<file path="config.mk">
export PLATFORM = sky130hd
export DESIGN_NAME = efcs_device_flat
export DESIGN_NICKNAME = d
export VERILOG_FILES = /design/src/efcs_pkg.sv /design/src/efcs_link_if.sv /design/src/efcs_device.sv /design/src/flat_wrapper.sv
export SDC_FILE = /design/constraint.sdc
export NUM_CORES = 1
export LEC_CHECK = 0
export ABC_CLOCK_PERIOD_IN_PS = 3800
export BUFFER_PORTS_ARGS = -buffer_cell sky130_fd_sc_hd__buf_2
export CORE_UTILIZATION = 40
export DETAILED_ROUTE_END_ITERATION = 8
export PLACE_DENSITY = 0.58
export SKIP_CTS_REPAIR_TIMING = 1
export SLEW_MARGIN = 0
export SYNTH_ARGS = -nofsm -noshare
export SYNTH_HDL_FRONTEND = slang
export SYNTH_SLANG_ARGS = --single-unit
</file>
<file path="constraint.sdc">
create_clock -name hclk -period 3.8 [get_ports hclk]
set_input_delay 0.19 -clock hclk [delete_from_list [all_inputs] [get_ports hclk]]
set_output_delay 0.19 -clock hclk [all_outputs]
set_load 0.1 [all_outputs]
</file>
<file path="src/efcs_pkg.sv">
// ****************************************************************
// Shared constants of the flip count status block
// ****************************************************************
package efcs_pkg;

	// Link field widths and sectors per page
	localparam int unsigned EFCS_BYTE_W   = 8;
	localparam int unsigned EFCS_SECTORS  = 4;
	localparam int unsigned EFCS_CNT_W    = 4;

	// Instruction codes seen on the link
	localparam logic [7:0] EFCS_OP_READ_STATUS  = 8'h0F;
	localparam logic [7:0] EFCS_OP_READ_ID      = 8'h9F;
	localparam logic [7:0] EFCS_OP_PAGE_READ    = 8'h13;
	localparam logic [7:0] EFCS_OP_PROGRAM_EXEC = 8'h10;
	localparam logic [7:0] EFCS_OP_BLOCK_ERASE  = 8'hD8;
	localparam logic [7:0] EFCS_OP_READ_EXT_ECC = 8'h7C;
	localparam logic [7:0] EFCS_OP_WRITE_EXT_ECC = 8'h7D;

	// Status register address and busy bit position
	localparam logic [7:0] EFCS_STATUS_ADDR = 8'hC0;
	localparam int unsigned EFCS_BUSY_BIT   = 0;

	// Extended ECC register addresses
	localparam logic [7:0] EFCS_FLIP_THRESHOLD_CFG     = 8'h10;
	localparam logic [7:0] EFCS_SECTOR_THRESHOLD_FLAGS = 8'h20;
	localparam logic [7:0] EFCS_PAGE_MAX_FLIP_INFO     = 8'h30;
	localparam logic [7:0] EFCS_SECTOR_FLIP_COUNT_LOW  = 8'h40;
	localparam logic [7:0] EFCS_SECTOR_FLIP_COUNT_HIGH = 8'h50;

	// Readable bit masks of the extended ECC registers
	localparam logic [7:0] EFCS_MASK_THRESHOLD = 8'hF0;
	localparam logic [7:0] EFCS_MASK_FLAGS     = 8'h0F;
	localparam logic [7:0] EFCS_MASK_MAX_INFO  = 8'hF7;
	localparam logic [7:0] EFCS_MASK_COUNT     = 8'hFF;

	// Field positions
	localparam int unsigned EFCS_THR_LSB     = 4;
	localparam int unsigned EFCS_MAX_CNT_LSB = 4;
	localparam int unsigned EFCS_MAX_SEC_W   = 3;

	// Values of the flip fields
	localparam logic [3:0] EFCS_THRESHOLD_RESET = 4'h4;
	localparam logic [3:0] EFCS_THRESHOLD_MIN   = 4'h1;
	localparam logic [3:0] EFCS_THRESHOLD_MAX   = 4'h7;
	localparam logic [3:0] EFCS_MAX_CORRECTED   = 4'h8;
	localparam logic [3:0] EFCS_UNCORRECTED     = 4'hF;

	// Controller register offsets on AHB-Lite
	localparam logic [31:0] EFCS_AHB_CMD    = 32'h0000_0000;
	localparam logic [31:0] EFCS_AHB_STATUS = 32'h0000_0004;
	localparam logic [31:0] EFCS_AHB_RDATA  = 32'h0000_0008;

	// Controller command register fields
	localparam int unsigned EFCS_CMD_OP_LSB    = 0;
	localparam int unsigned EFCS_CMD_ADDR_LSB  = 8;
	localparam int unsigned EFCS_CMD_WDATA_LSB = 16;

	// Controller status register bits
	localparam int unsigned EFCS_ST_PENDING  = 0;
	localparam int unsigned EFCS_ST_IGNORED  = 1;
	localparam int unsigned EFCS_ST_REJECTED = 2;
	localparam int unsigned EFCS_ST_DONE     = 3;

	// Arbitrary identification value, no meaning
	localparam logic [7:0] EFCS_ID_DEFAULT = 8'h5A;

endpackage

</file>
<file path="src/efcs_link_if.sv">
`timescale 1ns/1ps
// ****************************************************************
// Command link between controller and flash status logic
// ****************************************************************
interface efcs_link_if;
	logic       req;     // Command held until ack
	logic [7:0] op;      // Instruction code
	logic [7:0] addr;    // Register address
	logic [7:0] wdata;   // Write data
	logic       ack;     // One-cycle answer
	logic [7:0] rdata;   // Read data with ack
	logic       ignored; // Command was dropped

	// Device end
	modport dev (
		input  req,
		input  op,
		input  addr,
		input  wdata,
		output ack,
		output rdata,
		output ignored
	);

	// Controller end
	modport host (
		output req,
		output op,
		output addr,
		output wdata,
		input  ack,
		input  rdata,
		input  ignored
	);
endinterface

</file>
<file path="src/efcs_device.sv">
// Local design decision: the AHB-Lite interface to the registers.
`timescale 1ns/1ps
// Operation
// - Busy flag high at power-up and operations
// - Busy ignores all but status and ID
// - Operation end clears the busy flag
// - Threshold lives in bits 7:4 at 10h
// - Host writes threshold only one to seven
// - Threshold resets to four flips
// - Page read with ECC updates flags at 20h
// - Flag set when count reaches threshold
// - Four sector counts readable at 40h, 50h
// - Sector n count in report bits 4n+3:4n
// - Counts zero to eight, 1111 uncorrected
// - Largest sector count in 30h bits 7:4
// - Page maximum 1111 when correction failed
// - Worst sector index in 30h bits 2:0
// - Ties report the lowest sector number
// - Host disregards reserved bits on reads
// - Reserved bits written zero have no effect
// - ECC corrects up to eight flips per sector
// ****************************************************************
// Device end: busy flag and extended ECC status registers
// ****************************************************************
module efcs_device
	import efcs_pkg::*;
#(
	parameter int unsigned SECTORS = EFCS_SECTORS,  // Sectors per page
	parameter int unsigned CNT_W   = EFCS_CNT_W,    // Bits per count
	parameter logic [7:0]  ID_CODE = EFCS_ID_DEFAULT // Arbitrary value
)(
	input  wire logic                     hclk,
	input  wire logic                     hresetn,
	efcs_link_if.dev                      link,
	input  wire logic                     ecc_enable,
	input  wire logic                     array_done,
	input  wire logic [SECTORS*CNT_W-1:0] sector_count_in,
	output logic                          array_start,
	output logic      [7:0]               array_op,
	output logic                          busy
);

	// ****************************************************************
	// Declarations
	// ****************************************************************
	logic [3:0]               flip_threshold;              // Programmed threshold
	logic [SECTORS*CNT_W-1:0] sector_flip_count;           // Stored report
	logic [SECTORS-1:0]       sector_over_threshold_flags; // Stored flags
	logic [3:0]               page_max_flip_count;         // Stored page maximum
	logic [2:0]               page_max_flip_sector;        // Stored worst sector
	logic                     read_pending;                // Page read in flight
	logic                     take;                        // New command seen
	logic                     allowed;                     // Opcode passes busy gate
	logic                     accept;                      // Command executed
	logic                     long_op;                     // Opcode starts array work
	logic                     page_update;                 // Status refresh strobe
	logic [SECTORS*CNT_W-1:0] next_count;                  // Cleaned input counts
	logic [SECTORS-1:0]       next_flags;                  // Flags against threshold
	logic [3:0]               next_max;                    // Largest count
	logic [2:0]               next_sector;                 // Lowest worst sector
	logic [7:0]               answer;                      // Read value of command

	// ****************************************************************
	// Command gating
	// ****************************************************************

	// A command is new while req is high and not yet acked
	assign take = link.req && !link.ack;

	// Only status and ID reads pass while busy
	assign allowed = !busy
		|| (link.op == EFCS_OP_READ_STATUS)
		|| (link.op == EFCS_OP_READ_ID);

	assign accept = take && allowed;

	// Opcodes that hand work to the array
	assign long_op = (link.op == EFCS_OP_PAGE_READ)
		|| (link.op == EFCS_OP_PROGRAM_EXEC)
		|| (link.op == EFCS_OP_BLOCK_ERASE);

	// Refresh only at the end of a page read with ECC on
	assign page_update = array_done && read_pending && ecc_enable;

	// ****************************************************************
	// Per-sector count cleaning and threshold compare
	// ****************************************************************
	genvar gi;
	generate
		for (gi = 0; gi < SECTORS; gi++) begin : g_sector
			logic [CNT_W-1:0] raw; // Count from the corrector

			assign raw = sector_count_in[gi*CNT_W +: CNT_W];

			// Anything past eight was not corrected
			assign next_count[gi*CNT_W +: CNT_W] = (raw > CNT_W'(EFCS_MAX_CORRECTED)) ?
				CNT_W'(EFCS_UNCORRECTED) : raw;

			// Equal or above the threshold raises the flag
			assign next_flags[gi] = (next_count[gi*CNT_W +: CNT_W] >=
				CNT_W'(flip_threshold));
		end
	endgenerate

	// ****************************************************************
	// Page maximum search, lowest sector wins a tie
	// ****************************************************************
	always_comb begin
		next_max    = 4'(next_count[CNT_W-1:0]);
		next_sector = 3'h0;
		for (int i = 1; i < SECTORS; i++) begin
			// Strictly greater keeps the earlier sector
			if (next_count[i*CNT_W +: CNT_W] > CNT_W'(next_max)) begin
				next_max    = 4'(next_count[i*CNT_W +: CNT_W]);
				next_sector = 3'(i);
			end
		end
	end

	// ****************************************************************
	// Link answer, one cycle after the command is seen
	// ****************************************************************
	always_ff @(posedge hclk or negedge hresetn) begin
		if (!hresetn) begin
			link.ack     <= 1'b0;
			link.rdata   <= 8'h00;
			link.ignored <= 1'b0;
		end else begin
			link.ack     <= take;
			link.rdata   <= accept ? answer : 8'h00;
			link.ignored <= take && !allowed;
		end
	end

	// ****************************************************************
	// Read value of the current command
	// ****************************************************************
	always_comb begin
		answer = 8'h00;
		case (link.op)
			// Busy flag sits in bit 0 of the status register
			EFCS_OP_READ_STATUS: begin
				if (link.addr == EFCS_STATUS_ADDR) begin
					answer[EFCS_BUSY_BIT] = busy;
				end
			end
			// Identification byte
			EFCS_OP_READ_ID: begin
				answer = ID_CODE;
			end
			// Extended ECC registers, reserved bits zero
			EFCS_OP_READ_EXT_ECC: begin
				case (link.addr)
					EFCS_FLIP_THRESHOLD_CFG: begin
						answer = {flip_threshold, 4'h0};
					end
					EFCS_SECTOR_THRESHOLD_FLAGS: begin
						answer = {4'h0, 4'(sector_over_threshold_flags)};
					end
					EFCS_PAGE_MAX_FLIP_INFO: begin
						answer = {page_max_flip_count, 1'b0, page_max_flip_sector};
					end
					EFCS_SECTOR_FLIP_COUNT_LOW: begin
						answer = sector_flip_count[7:0];
					end
					EFCS_SECTOR_FLIP_COUNT_HIGH: begin
						answer = sector_flip_count[15:8];
					end
					default: begin
						answer = 8'h00;
					end
				endcase
			end
			default: begin
				answer = 8'h00;
			end
		endcase
	end

	// ****************************************************************
	// Busy flag
	// ****************************************************************
	always_ff @(posedge hclk or negedge hresetn) begin
		if (!hresetn) begin
			// Power-up counts as busy
			busy <= 1'b1;
		end else if (accept && long_op) begin
			busy <= 1'b1;
		end else if (array_done) begin
			busy <= 1'b0;
		end
	end

	// ****************************************************************
	// Page read tracking, page 0 loads at power-up
	// ****************************************************************
	always_ff @(posedge hclk or negedge hresetn) begin
		if (!hresetn) begin
			read_pending <= 1'b1;
		end else if (accept && long_op) begin
			read_pending <= (link.op == EFCS_OP_PAGE_READ);
		end else if (array_done) begin
			read_pending <= 1'b0;
		end
	end

	// ****************************************************************
	// Array start pulse
	// ****************************************************************
	always_ff @(posedge hclk or negedge hresetn) begin
		if (!hresetn) begin
			array_start <= 1'b0;
			array_op    <= 8'h00;
		end else begin
			array_start <= accept && long_op;
			if (accept && long_op) begin
				array_op <= link.op;
			end
		end
	end

	// ****************************************************************
	// Threshold register, volatile
	// ****************************************************************
	always_ff @(posedge hclk or negedge hresetn) begin
		if (!hresetn) begin
			flip_threshold <= EFCS_THRESHOLD_RESET;
		end else if (accept && (link.op == EFCS_OP_WRITE_EXT_ECC)
			&& (link.addr == EFCS_FLIP_THRESHOLD_CFG)) begin
			// Low bits are reserved and dropped
			flip_threshold <= link.wdata[EFCS_THR_LSB +: 4];
		end
	end

	// ****************************************************************
	// Page status: counts, flags and maximum in one step
	// ****************************************************************
	always_ff @(posedge hclk or negedge hresetn) begin
		if (!hresetn) begin
			sector_flip_count           <= '0;
			sector_over_threshold_flags <= '0;
			page_max_flip_count         <= 4'h0;
			page_max_flip_sector        <= 3'h0;
		end else if (page_update) begin
			sector_flip_count           <= next_count;
			sector_over_threshold_flags <= next_flags;
			page_max_flip_count         <= next_max;
			page_max_flip_sector        <= next_sector;
		end
	end

endmodule

</file>
<file path="src/flat_wrapper.sv">
// flat-port wrapper written by rule: the top's interface ports become plain ports
module efcs_device_flat import efcs_pkg::*;
#(
	parameter int unsigned SECTORS = EFCS_SECTORS,                     
	parameter int unsigned CNT_W   = EFCS_CNT_W,                     
	parameter logic [7:0]  ID_CODE = EFCS_ID_DEFAULT                   
)
  (hclk, hresetn, ecc_enable, array_done, sector_count_in, array_start, array_op, busy, link_req, link_op, link_addr, link_wdata, link_ack, link_rdata, link_ignored);
  efcs_link_if link_i ();
  input  wire logic hclk;
  input  wire logic hresetn;
  input  wire logic ecc_enable;
  input  wire logic array_done;
  input  wire logic [SECTORS*CNT_W-1:0] sector_count_in;
  output logic array_start;
  output logic      [7:0] array_op;
  output logic busy;
  input wire logic [$bits(link_i.req)-1:0] link_req;
  input wire logic [$bits(link_i.op)-1:0] link_op;
  input wire logic [$bits(link_i.addr)-1:0] link_addr;
  input wire logic [$bits(link_i.wdata)-1:0] link_wdata;
  output wire logic [$bits(link_i.ack)-1:0] link_ack;
  output wire logic [$bits(link_i.rdata)-1:0] link_rdata;
  output wire logic [$bits(link_i.ignored)-1:0] link_ignored;
  assign link_i.req = link_req;
  assign link_i.op = link_op;
  assign link_i.addr = link_addr;
  assign link_i.wdata = link_wdata;
  assign link_ack = link_i.ack;
  assign link_rdata = link_i.rdata;
  assign link_ignored = link_i.ignored;
  efcs_device #(.SECTORS(SECTORS), .CNT_W(CNT_W), .ID_CODE(ID_CODE)) u_core (.hclk(hclk), .hresetn(hresetn), .link(link_i), .ecc_enable(ecc_enable), .array_done(array_done), .sector_count_in(sector_count_in), .array_start(array_start), .array_op(array_op), .busy(busy));
endmodule
</file>
==> results of run 1 <==
-- layer usage --
layer / wire length [µm] / global-route usage [%]
met2: 3810 / 32.5
met5: 0 / 0
met3: 410 / 3.53
met4: 85 / 5.47
met1: 3810 / 26.8
-- cells by family (layout without fill, tap and decap cells) --
logic type	after synthesis	count (layout)	share of synthesized area [%]
muxes	17	17	6.18
buffers and inverters	26	115	3.24
DFF	51	51	39.0
AOI/OAI and AO/OA	90	90	18.6
and+or+nand+nor	140	140	22.0
adders and majority gates	28	28	10.7
xor gates and xnor gates	1	1	0.267
-- worst max-delay path, cell delays in order --
cell and delay, ps:
buf_2 110, nor2_1 90, nor2_1 40, nor2_1 130, inv_1 60, ha_1 190, nand2b_4 150, a21oi_4 170
o21ai_4 90, buf_4 150, nand2_1 50, o21ai_1 60, ha_1 310, nor2b_4 140, o21ai_4 180, a21oi_4 100
a221o_1 300, and2_1 170, ha_1 290, and4_4 230, o21ai_1 70, nor2_2 240, nand2_1 120, o211ai_1 180
-- through the flow --
stage	utilization [%]	setup slack [ps]	hold WS (ps)	std cells	TNS (ps)
after floorplan	-	48.4	-106	353	0
after detailed placement	49.8	-298	340	534	-1490
after global routing	52.7	-32.0	46.1	544	-45.3
after global placement	49.8	-214	338	534	-975
after CTS	51.2	23.2	3.33	542	0
final	52.7	211	-32.0	544	0
-- power groups by stage --
stage	logic, mW	registers (mW)	clock network (mW)
after detailed placement	0.396	0.579	0
after global placement	0.389	0.579	0
final	0.446	0.568	0.386
after global routing	0.489	0.570	0.417
after floorplan	0.180	0.633	0
after CTS	0.397	0.568	0.394
-- sequential cells by signal, indices dropped and copies added (netlist names) --
signal and flops:
u_core.link.rdata 8, u_core.array_op 8, u_core.page_max_flip_sector 2, u_core.read_pending 1, u_core.link.ignored 1, u_core.page_max_flip_count 4, u_core.sector_over_threshold_flags 4, u_core.busy 1
u_core.flip_threshold 4, u_core.array_start 1, u_core.sector_flip_count 16, u_core.link.ack 1
-- final cells by class --
| cell class | instances | area, µm² | share of cell area [%] |
|---|---|---|---|
| Sequential cell | 51 | 1280 | 31.0 |
| Clock inverter | 3 | 46.3 | 1.12 |
| Multi-Input combinational cell | 276 | 2000 | 48.4 |
| Clock buffer | 5 | 68.8 | 1.67 |
| Timing Repair Buffer | 96 | 571 | 13.8 |
| Tap cell | 102 | 128 | 3.09 |
| Inverter | 11 | 41.3 | 0.999 |
-- layout by cell type, fill, tap and decap left out, types with 5 or more instances in the layout --
| cell | count |
|---|---|
| dfrtp_1 | 48 |
| o21ai_0 | 28 |
| inv_1 | 10 |
| buf_4 | 36 |
| nand2b_1 | 13 |
| buf_2 | 60 |
| nor3_1 | 5 |
| nor2b_1 | 10 |
| mux2_2 | 10 |
| a21oi_1 | 13 |
| a22oi_1 | 9 |
| ha_1 | 27 |
| nor2_1 | 34 |
| o21a_1 | 6 |
| clkbuf_8 | 5 |
| nand2_1 | 46 |
-- worst paths after layout --
| kind | end | slack (ps) | cells after the start |
|---|---|---|---|
| max | u_core.page_max_flip_count[2] | 210 | 24 |
| min | u_core.link.ignored | -30 | 2 |
| max reg2reg | u_core.page_max_flip_count[2] | 1840 | 5 |
| min reg2reg | u_core.link.ignored | 460 | 1 |
| max in group asynchronous | u_core.link.rdata[7] | 3370 | 2 |
| min in group hclk | u_core.busy | 80 | 2 |
==> summary.md, run 1 <==
| Metric | Value |
|---|---|
| Status | finished, violations left |
| Failing checks | negative hold slack |
| Number of global-route vias before repair | approximately 2700 |
| Register bit total from synthesis | 51 |
| Clock power share | between 20% and 30% |
| Relative slew margins | between 50% and 60% |
| WL per Instance | 14.9 µm |
| Clk_lat worst skew | approximately 310 ps |
| Clock sinks | between 50 and 60 |
| Vias per cell | roughly 5.2 |
| Crit path max fanout | 6 |
| Final hold viol count | 22 |
| Max Root-Sink Buffers | 2 |
| Clock Skew | around 9.3 ps |
| Drt pass-1 iters | 5 |
| Sw frac | 32.3% |
| Slew Limit Fails | 0 |
| CTS H-tree lvls | 2 |
| I/O pin count | 65 |
| Min Clock Period, post-route | about 3600 ps |
| Nets | slightly above 500 |
| Cells after Synth | around 350 |
| Fmax | around 280 MHz |
| Hold WS | -32.0 ps |
| Ant diodes | 0 |
| Hold Crit Class | input pin to asynchronous set/reset pin |
| Share of cells above drive strength 1 | between 30% and 40% |
| CP Data Arrival Time | about 3800 ps |
| Logic pwr share | 31.8% |
| Cell Area, Synth | about 3300 µm² |
| TritonCTS clock tree | built |
| Internal Power | 0.948 mW |
| Main area contributors after synthesis | dfrtp_1 (37%), ha_1 (11%), o21ai_0 (5.3%), nand2_1 (5.3%), nor2_1 (4.0%) |
| Post-DP Area | about 3900 µm² |
| Pin count of the biggest net entering global routing | 52 |
| Area grow syn2layout | 26.0% |
| Die area | 8570 µm² |
| Syn Area/Cell | slightly above 9 µm² |
| Max Cap Viol | 0 |
| Initial core utilization | 41.8% |
| Site Rows | 32 |
| Routed WL | 8120 µm |
| Initial antenna violation count | 0 |
| Leakage | roughly 2.0 nW |
| Total CTS buffers | 5 |
| Power Density | 339 nW/µm² |
| Sequential area share after synthesis | between 30% and 40% |
| Net Count, Synth | approximately 430 |
| Commonest cells post-synth | dfrtp_1 (48), nand2_1 (46), nor2_1 (35), o21ai_0 (35), ha_1 (28) |
| ANT nets after route | 0 |
| Drt first-iter violations | 150 |
| Ys Warns | 0 |
| Top FF cell, synth | dfrtp_1 |
| Crit path kind | input pin to register |
| Synth area leader | dfrtp_1 |
| Core Region | about 7800 µm² |
| Hpwl dp | just over 6000 µm |
| Crit end category | register |
| Ys async rst share | between 90% and 100% |
| Crit path from | sector_count_in[2] |
| Worst slew pin tran | between 700 and 800 ps |
| Final setup violation count | 0 |
| EDFF count, synth | 0 |
| Via count | around 2800 |
| Fillcell total | 749 |
| Netlist cell types | 53 |
| Switching Power | between 0.4 and 0.5 mW |
| Reg2Reg Launch Point | u_core.read_pending |
| Pwr Total | 1.40 mW |
| Sequential Power Share | between 40% and 50% |
| Clock transition at the registers of the reported paths | approximately 100 ps |
| Critical Path RT | 4030 ps |
| Die height | 92.6 µm |
| Global-route wire length before repair | 13400 µm |
| GPL Wtd Cong | between 0.8 and 0.9 |
| Top-count cell post-synth | dfrtp_1 |
| GRT Util Overall | 19.8% |
| Yosys top cell area share | between 30 and 40% |
| Die Wd | between 90 and 100 µm |
| Remaining DRCs | 0 |
| Total grt overflow | 0 |
| I/O Buffers | 60 |
| Final Cell Area | between 4000 and 5000 µm² |
| CTS root buffer | clkbuf_8 |
| Final period util | 94.5% |
| Setup crit start kind | input pin |
| Peak supply drop | 153 µV |
Power figures use the tool's default switching activity.
==> run 2, diff against run 1 <==
ABC_CLOCK_PERIOD_IN_PS = 4000   (was 3800)
CORE_MARGIN = 4   (was default)
clock period = 4 ns   (was 3.8 ns; I/O delays follow)
==> run 2 against run 1 <==
Against the previous run:
- the run still ends with negative hold slack left
- clock skew fell by 1.4 ps
- combinational power fell by 11%
- clock power barely moved
- sequential power fell by 4.9%
- utilization fell by 0.91 points
- first-iteration DRC count fell by 29%
- critical endpoint is now u_core.page_max_flip_count[0]
- largest power group unchanged
==> summary.md, run 2 (same netlist as run 1, synthesis figures left out) <==
| Metric | Value |
|---|---|
| Status | finished, violations left (unchanged) |
| Failing checks | negative hold slack (unchanged) |
| Leakage | 1.97 nW (was 1.99 nW) |
| Clock Skew | 7.87 ps (was 9.29 ps) |
| Max Root-Sink Buffers | 2 (unchanged) |
| Ant diodes | 0 (unchanged) |
| Initial core utilization | 41.8% (unchanged) |
| Slew Limit Fails | 0 (unchanged) |
| Most frequent cells in the layout | buf_2 (60), dfrtp_1 (48), nand2_1 (46) (unchanged) |
| Crit path max fanout | 6 (unchanged) |
| CTS root buffer | clkbuf_8 (unchanged) |
| Metal3 WL | 384 µm (was 410 µm) |
| Via count | 2812 (was 2833) |
| Met2 WL | 3820 µm (was 3810 µm) |
| Max Cap Viol | 0 (unchanged) |
| Drt first-iter violations | 107 (was 150) |
| Clock sinks | 51 (unchanged) |
| R2R Setup Slk | 1940 ps (was 1840 ps) |
| Switching Power | 0.420 mW (was 0.453 mW) |
| M1 WL | 3850 µm (was 3810 µm) |
| Global-route wire length before repair | 13300 µm (was 13400 µm) |
| Clk_lat worst skew | 310 ps (about the same) |
| Crit end category | register (unchanged) |
| Most common cell after layout, fill and taps aside | buf_2 (unchanged) |
| Nets | 511 (was 514) |
| Pin count of the biggest net entering global routing | 52 (unchanged) |
| Fmax | 267 MHz |
| Final period util | between 90% and 100% |
| Hpwl dp | 6290 µm (was 6100 µm) |
| Min Clock Period, post-route | roughly 3800 ps |
| Sw frac | 31.7% (was 32.3%) |
| Post-layout util | 51.8% (was 52.7%) |
| Total grt overflow | 0 (unchanged) |
| Sequential Power Share | 40.8% (was 40.6%) |
| CTS H-tree lvls | 2 (unchanged) |
| CP Data Arrival Time | 3950 ps (was 3820 ps) |
| Vias per cell | 5.20 (was 5.21) |
| Hold Crit Class | input pin to asynchronous set/reset pin (unchanged) |
| Max layer used | met4 (unchanged) |
| Power Density | 326 nW/µm² (was 339 nW/µm²) |
| ANT nets after route | 0 (unchanged) |
| Clock transition at the registers of the reported paths | 90 ps (was 100 ps) |
| Logic pwr share | 30.1% (was 31.8%) |
| Die area | 9710 µm² (was 8570 µm²) |
| Die Wd | 98.6 µm (was 92.6 µm) |
| Total CTS buffers | 5 (unchanged) |
| Peak supply drop | 161 µV (was 153 µV) |
| TritonCTS clock tree | built (unchanged) |
| Remaining DRCs | 0 (unchanged) |
| Initial antenna violation count | 0 (unchanged) |
| Number of global-route vias before repair | 2734 (was 2719) |
| Final setup violation count | 0 (unchanged) |
| I/O Buffers | 60 (unchanged) |
| Critical Path RT | 4200 ps (was 4030 ps) |
| Setup crit start kind | input pin (unchanged) |
| Internal Power | 0.904 mW (was 0.948 mW) |
| Share of cells above drive strength 1 | 31.4% (was 33.7%) |
| Area grow syn2layout | 23.8% (was 26.0%) |
| Routed WL | 8160 µm (was 8120 µm) |
| Site Rows | 32 (unchanged) |
| Worst slew pin tran | 725 ps (was 726 ps) |
| Max reg flops | 16 (unchanged) |
| Clock power share | 29.1% (was 27.6%) |
| WL per Instance | 15.1 µm (was 14.9 µm) |
| Crit path kind | input pin to register (unchanged) |
| Setup WS post-layout | 248 ps (was 211 ps) |
| Drt pass-1 iters | 4 (was 5) |
| Die height | 98.6 µm (was 92.6 µm) |
| GPL Wtd Cong | 0.889 (was 0.833) |
| Relative slew margins | 51.6% (was 51.5%) |
| Hold WS | -29.2 ps (was -32.0 ps) |
| GRT Util Overall | 16.9% (was 19.8%) |
| Final hold viol count | 22 (unchanged) |
| Pre-CTS setup slack | -269 ps (was -298 ps) |
| I/O pin count | 65 (unchanged) |
| Most flop-heavy register | u_core.sector_flip_count (unchanged) |
| Top Registers | u_core.sector_flip_count (16), u_core.array_op (8), u_core.link.rdata (8) (unchanged) |
| Core Region | 7850 µm² (unchanged) |
## run 2: cell count changes in the layout (fill, tap and decap cells not counted), sizes merged
| cell | before | now |
|---|---|---|
| clkbuf | 5 | 6 |
| buf | 96 | 93 |
| clkinvlp | 1 | 0 |
## run 2: power by group through the flow
stage               Clock [mW]  Combinational (mW)  Sequential, mW
finish                   0.385               0.398           0.540
global route             0.413               0.440           0.541
CTS                      0.388               0.374           0.540
detailed placement           0               0.372           0.550
global placement             0               0.363           0.550
floorplan                    0               0.168           0.601
## run 2: worst max-delay path, cell delays in order
cell,delay [ps]
buf_2,110
o21ai_0,180
nand2b_1,110
ha_1,300
o21ai_0,150
a21oi_1,80
o21ai_2,260
o21ai_0,140
ha_1,290
nor2b_1,130
o21ai_1,160
a21oi_1,90
buf_4,160
a221o_1,280
and2_1,150
ha_1,280
and4_4,230
o21ai_0,100
nor2_2,260
o21ai_1,110
o21a_1,180
## run 2: metal layers
layer,vias up,track usage [%]
li1,1430,-
met1,1309,22.7
met2,65,28.0
met3,8,2.62
met4,0,5.36
met5,-,0
## run 2: through the flow
stage	cells	area, µm²	total power, mW	TNS [ps]
final	541	4060	1.32	0
after global routing	541	4060	1.39	-40.5
after CTS	540	4010	1.30	0
after detailed placement	532	3880	0.922	-1030
after global placement	532	3880	0.912	-537
after floorplan	353	3280	0.769	0
## run 2: layout make-up
cell class | count | area [µm²]
clock buffer | 6 | 82.6
clock inverter | 2 | 38.8
fill | 769 | 3790
inverter | 11 | 41.3
multi-input combinational | 276 | 1940
sequential | 51 | 1280
tap | 102 | 128
timing repair buffer | 93 | 552
## run 2: worst paths after layout
check | end | cells after the start | startpoint
worst max-delay path | u_core.page_max_flip_count[0] | 21 | sector_count_in[4]
worst min-delay path | u_core.array_start | 2 | hresetn
worst max register to register | u_core.page_max_flip_count[0] | 5 | u_core.read_pending
worst min register to register | u_core.link.ignored | 1 | u_core.link.ack
max in group asynchronous | u_core.link.rdata[5] | 2 | hresetn
min in group hclk | u_core.busy | 2 | array_done
==> run 3, diff against run 2 <==
REMOVE_ABC_BUFFERS = 1   (was default)
==> run 3 against run 2 <==
Against the previous run:
- the flow still finishes with violations (negative hold slack)
- clock skew up 2.3 ps
- sequential power is essentially flat
- clock power decreased by 16%
- highest routed layer unchanged
==> summary.md, run 3 (same netlist as run 1, synthesis figures left out) <==
| Metric | Value |
|---|---|
| CP Cell Sequence | buf_2, nor2_1, nor2_1, nor2_1, ha_1, nand2b_1, a21oi_1, o21ai_2, mux2i_2, ha_1, nand4_1, o21ai_1, a21oi_2, mux2_2, ha_1, and4_1, o21ai_0, nor2_2, o21ai_0, o21a_1 (was buf_2, o21ai_0, nand2b_1, ha_1, o21ai_0, a21oi_1, o21ai_2, o21ai_0, ha_1, nor2b_1, o21ai_1, a21oi_1, buf_4, a221o_1, and2_1, ha_1, and4_4, o21ai_0, nor2_2, o21ai_1, o21a_1) |
| Non-Filler Instances | 541 (unchanged) |
| TritonCTS clock tree | built (unchanged) |
| Drt pass-1 iters | 5 (was 4) |
| Global-route wire length before repair | 14100 µm (was 13300 µm) |
| GPL Wtd Cong | 0.915 (was 0.889) |
| Vias per cell | 5.25 (was 5.20) |
| Max reg flops | 16 (unchanged) |
| Post-placement cell count | 531 (was 532) |
| Share of cells above drive strength 1 | 31.0% (was 31.4%) |
| Crit path max fanout | 6 (unchanged) |
| Hold WS | -6.39 ps (was -29.2 ps) |
| Pin count of the biggest net entering global routing | 52 (unchanged) |
| Clock sinks | 51 (unchanged) |
| Status | finished, violations left (unchanged) |
| Total CTS buffers | 5 (unchanged) |
| CP bufs+invs | 1 (was 2) |
| GRT Util Overall | 17.9% (was 16.9%) |
| ANT nets after route | 0 (unchanged) |
| Final hold viol count | 3 (was 22) |
| Drt first-iter violations | 147 (was 107) |
| Critical Path RT | 4210 ps (was 4200 ps) |
| Final setup violation count | 0 (unchanged) |
| Total grt overflow | 0 (unchanged) |
| Worst slew pin tran | 756 ps (was 725 ps) |
| Via count | 2842 (was 2812) |
| Initial core utilization | 41.8% (unchanged) |
| Failing checks | negative hold slack (unchanged) |
| Top Registers | u_core.sector_flip_count (16), u_core.array_op (8), u_core.link.rdata (8) (unchanged) |
| Clock Skew | 10.2 ps (was 7.87 ps) |
| Area grow syn2layout | 22.3% (was 23.8%) |
| Most common cell after layout, fill and taps aside | buf_2 (unchanged) |
| Total Neg Setup Slack | 0 ps (unchanged) |
| CTS H-tree lvls | 2 (unchanged) |
| CP top delay family | compound AO/OA/AOI/OAI gates (unchanged) |
| CTS root buffer | clkbuf_8 (unchanged) |
| Hpwl dp | 6430 µm (was 6290 µm) |
| Die height | 98.6 µm (unchanged) |
| Min Clock Period, post-route | 3760 ps (was 3750 ps) |
| Crit end category | register (unchanged) |
| WL per Instance | 15.7 µm (was 15.1 µm) |
| I/O pin count | 65 (unchanged) |
| Final period util | 94.0% (was 93.8%) |
| Fmax | 266 MHz (was 267 MHz) |
| Worst r2r path cells | 5 (unchanged) |
| Crit path kind | input pin to register (unchanged) |
| Die area | 9710 µm² (unchanged) |
| Reg2reg end | u_core.page_max_flip_count[0] (unchanged) |
| Most frequent cells in the layout | buf_2 (60), dfrtp_1 (48), nand2_1 (46) (unchanged) |
| Max Cap Viol | 0 (unchanged) |
| Number of global-route vias before repair | 2847 (was 2734) |
| R2R Setup Slk | 1880 ps (was 1940 ps) |
| Die Wd | 98.6 µm (unchanged) |
| Routed WL | 8490 µm (was 8160 µm) |
| I/O Buffers | 60 (unchanged) |
| Hold Crit Class | input pin to asynchronous set/reset pin (unchanged) |
| Reg2Reg Launch Point | u_core.read_pending (unchanged) |
| Initial antenna violation count | 0 (unchanged) |
| CP Data Arrival Time | 3970 ps (was 3950 ps) |
| Site Rows | 32 (unchanged) |
| Remaining DRCs | 0 (unchanged) |
| Core Region | 7850 µm² (unchanged) |
| Max Root-Sink Buffers | 2 (unchanged) |
| Ant diodes | 0 (unchanged) |
| Slew Limit Fails | 0 (unchanged) |
| Relative slew margins | 49.5% (was 51.6%) |
| Clock transition at the registers of the reported paths | 110 ps (was 90 ps) |
| Slowest cell delay on critical path | 380 ps (was 300 ps) |
| Setup crit start kind | input pin (unchanged) |
| Clk_lat worst skew | 310 ps (about the same) |
| Power Density | 311 nW/µm² (was 326 nW/µm²) |
| Fillcell total | 777 (was 769) |
| Most flop-heavy register | u_core.sector_flip_count (unchanged) |
| Peak supply drop | 139 µV (was 161 µV) |
| Leakage | 1.95 nW (was 1.97 nW) |
| Critical path's slowest cell | mux2_2 (was ha_1) |
| Nets | 511 (unchanged) |
[run 3: worst reg2reg max path: stages, from the launching register on]
cell,delay [ps]
dfstp_2,550
and3_1,610
o21ai_0,260
nor2_2,280
o21ai_0,140
o21a_1,180
[run 3: layer usage]
layer	global-route usage, %	routed length, µm	up-vias
met1	24.2	4000	1337
met2	30.1	4030	68
met4	4.83	146	0
li1	-	-	1427
met5	0	0	-
met3	2.48	312	10
[run 3: worst max path at each step]
| stage | startpoint | end | slack [ps] | cells past startpoint |
|---|---|---|---|---|
| after global placement | sector_count_in[0] | u_core.page_max_flip_count[0] | -220 | 20 |
| after global routing | sector_count_in[4] | u_core.page_max_flip_count[0] | -100 | 19 |
| after detailed placement | sector_count_in[0] | u_core.page_max_flip_count[0] | -340 | 20 |
| after floorplan | sector_count_in[4] | u_core.page_max_flip_count[0] | 5 | 18 |
| final | sector_count_in[0] | u_core.page_max_flip_count[0] | 240 | 20 |
| after CTS | sector_count_in[0] | u_core.page_max_flip_count[0] | -9 | 20 |
[run 3: area by class of cell]
cell class	count	area (µm²)	area share (%)
clock inverter	3	26.3	0.655
multi-input combinational	276	1920	47.8
timing repair buffer	93	548	13.7
sequential	51	1280	31.9
clock buffer	5	68.8	1.72
inverter	11	41.3	1.03
tap	102	128	3.18
[run 3: power by group]
part / switching [mW] / internal (mW)
Sequential: 0.00844 / 0.531
Clock: 0.194 / 0.129
Combinational: 0.228 / 0.158
[run 3: metrics by stage]
stage                     worst slack [ps]  power [mW]  util [%]  cell area, µm²
after floorplan                       4.91       0.760         -            3220
after global placement                -219       0.913      49.4            3880
after detailed placement              -337       0.919      49.4            3880
after CTS                            -8.85        1.24      50.6            3970
after global routing                  -105        1.32      51.1            4010
final                                  241        1.25      51.1            4010
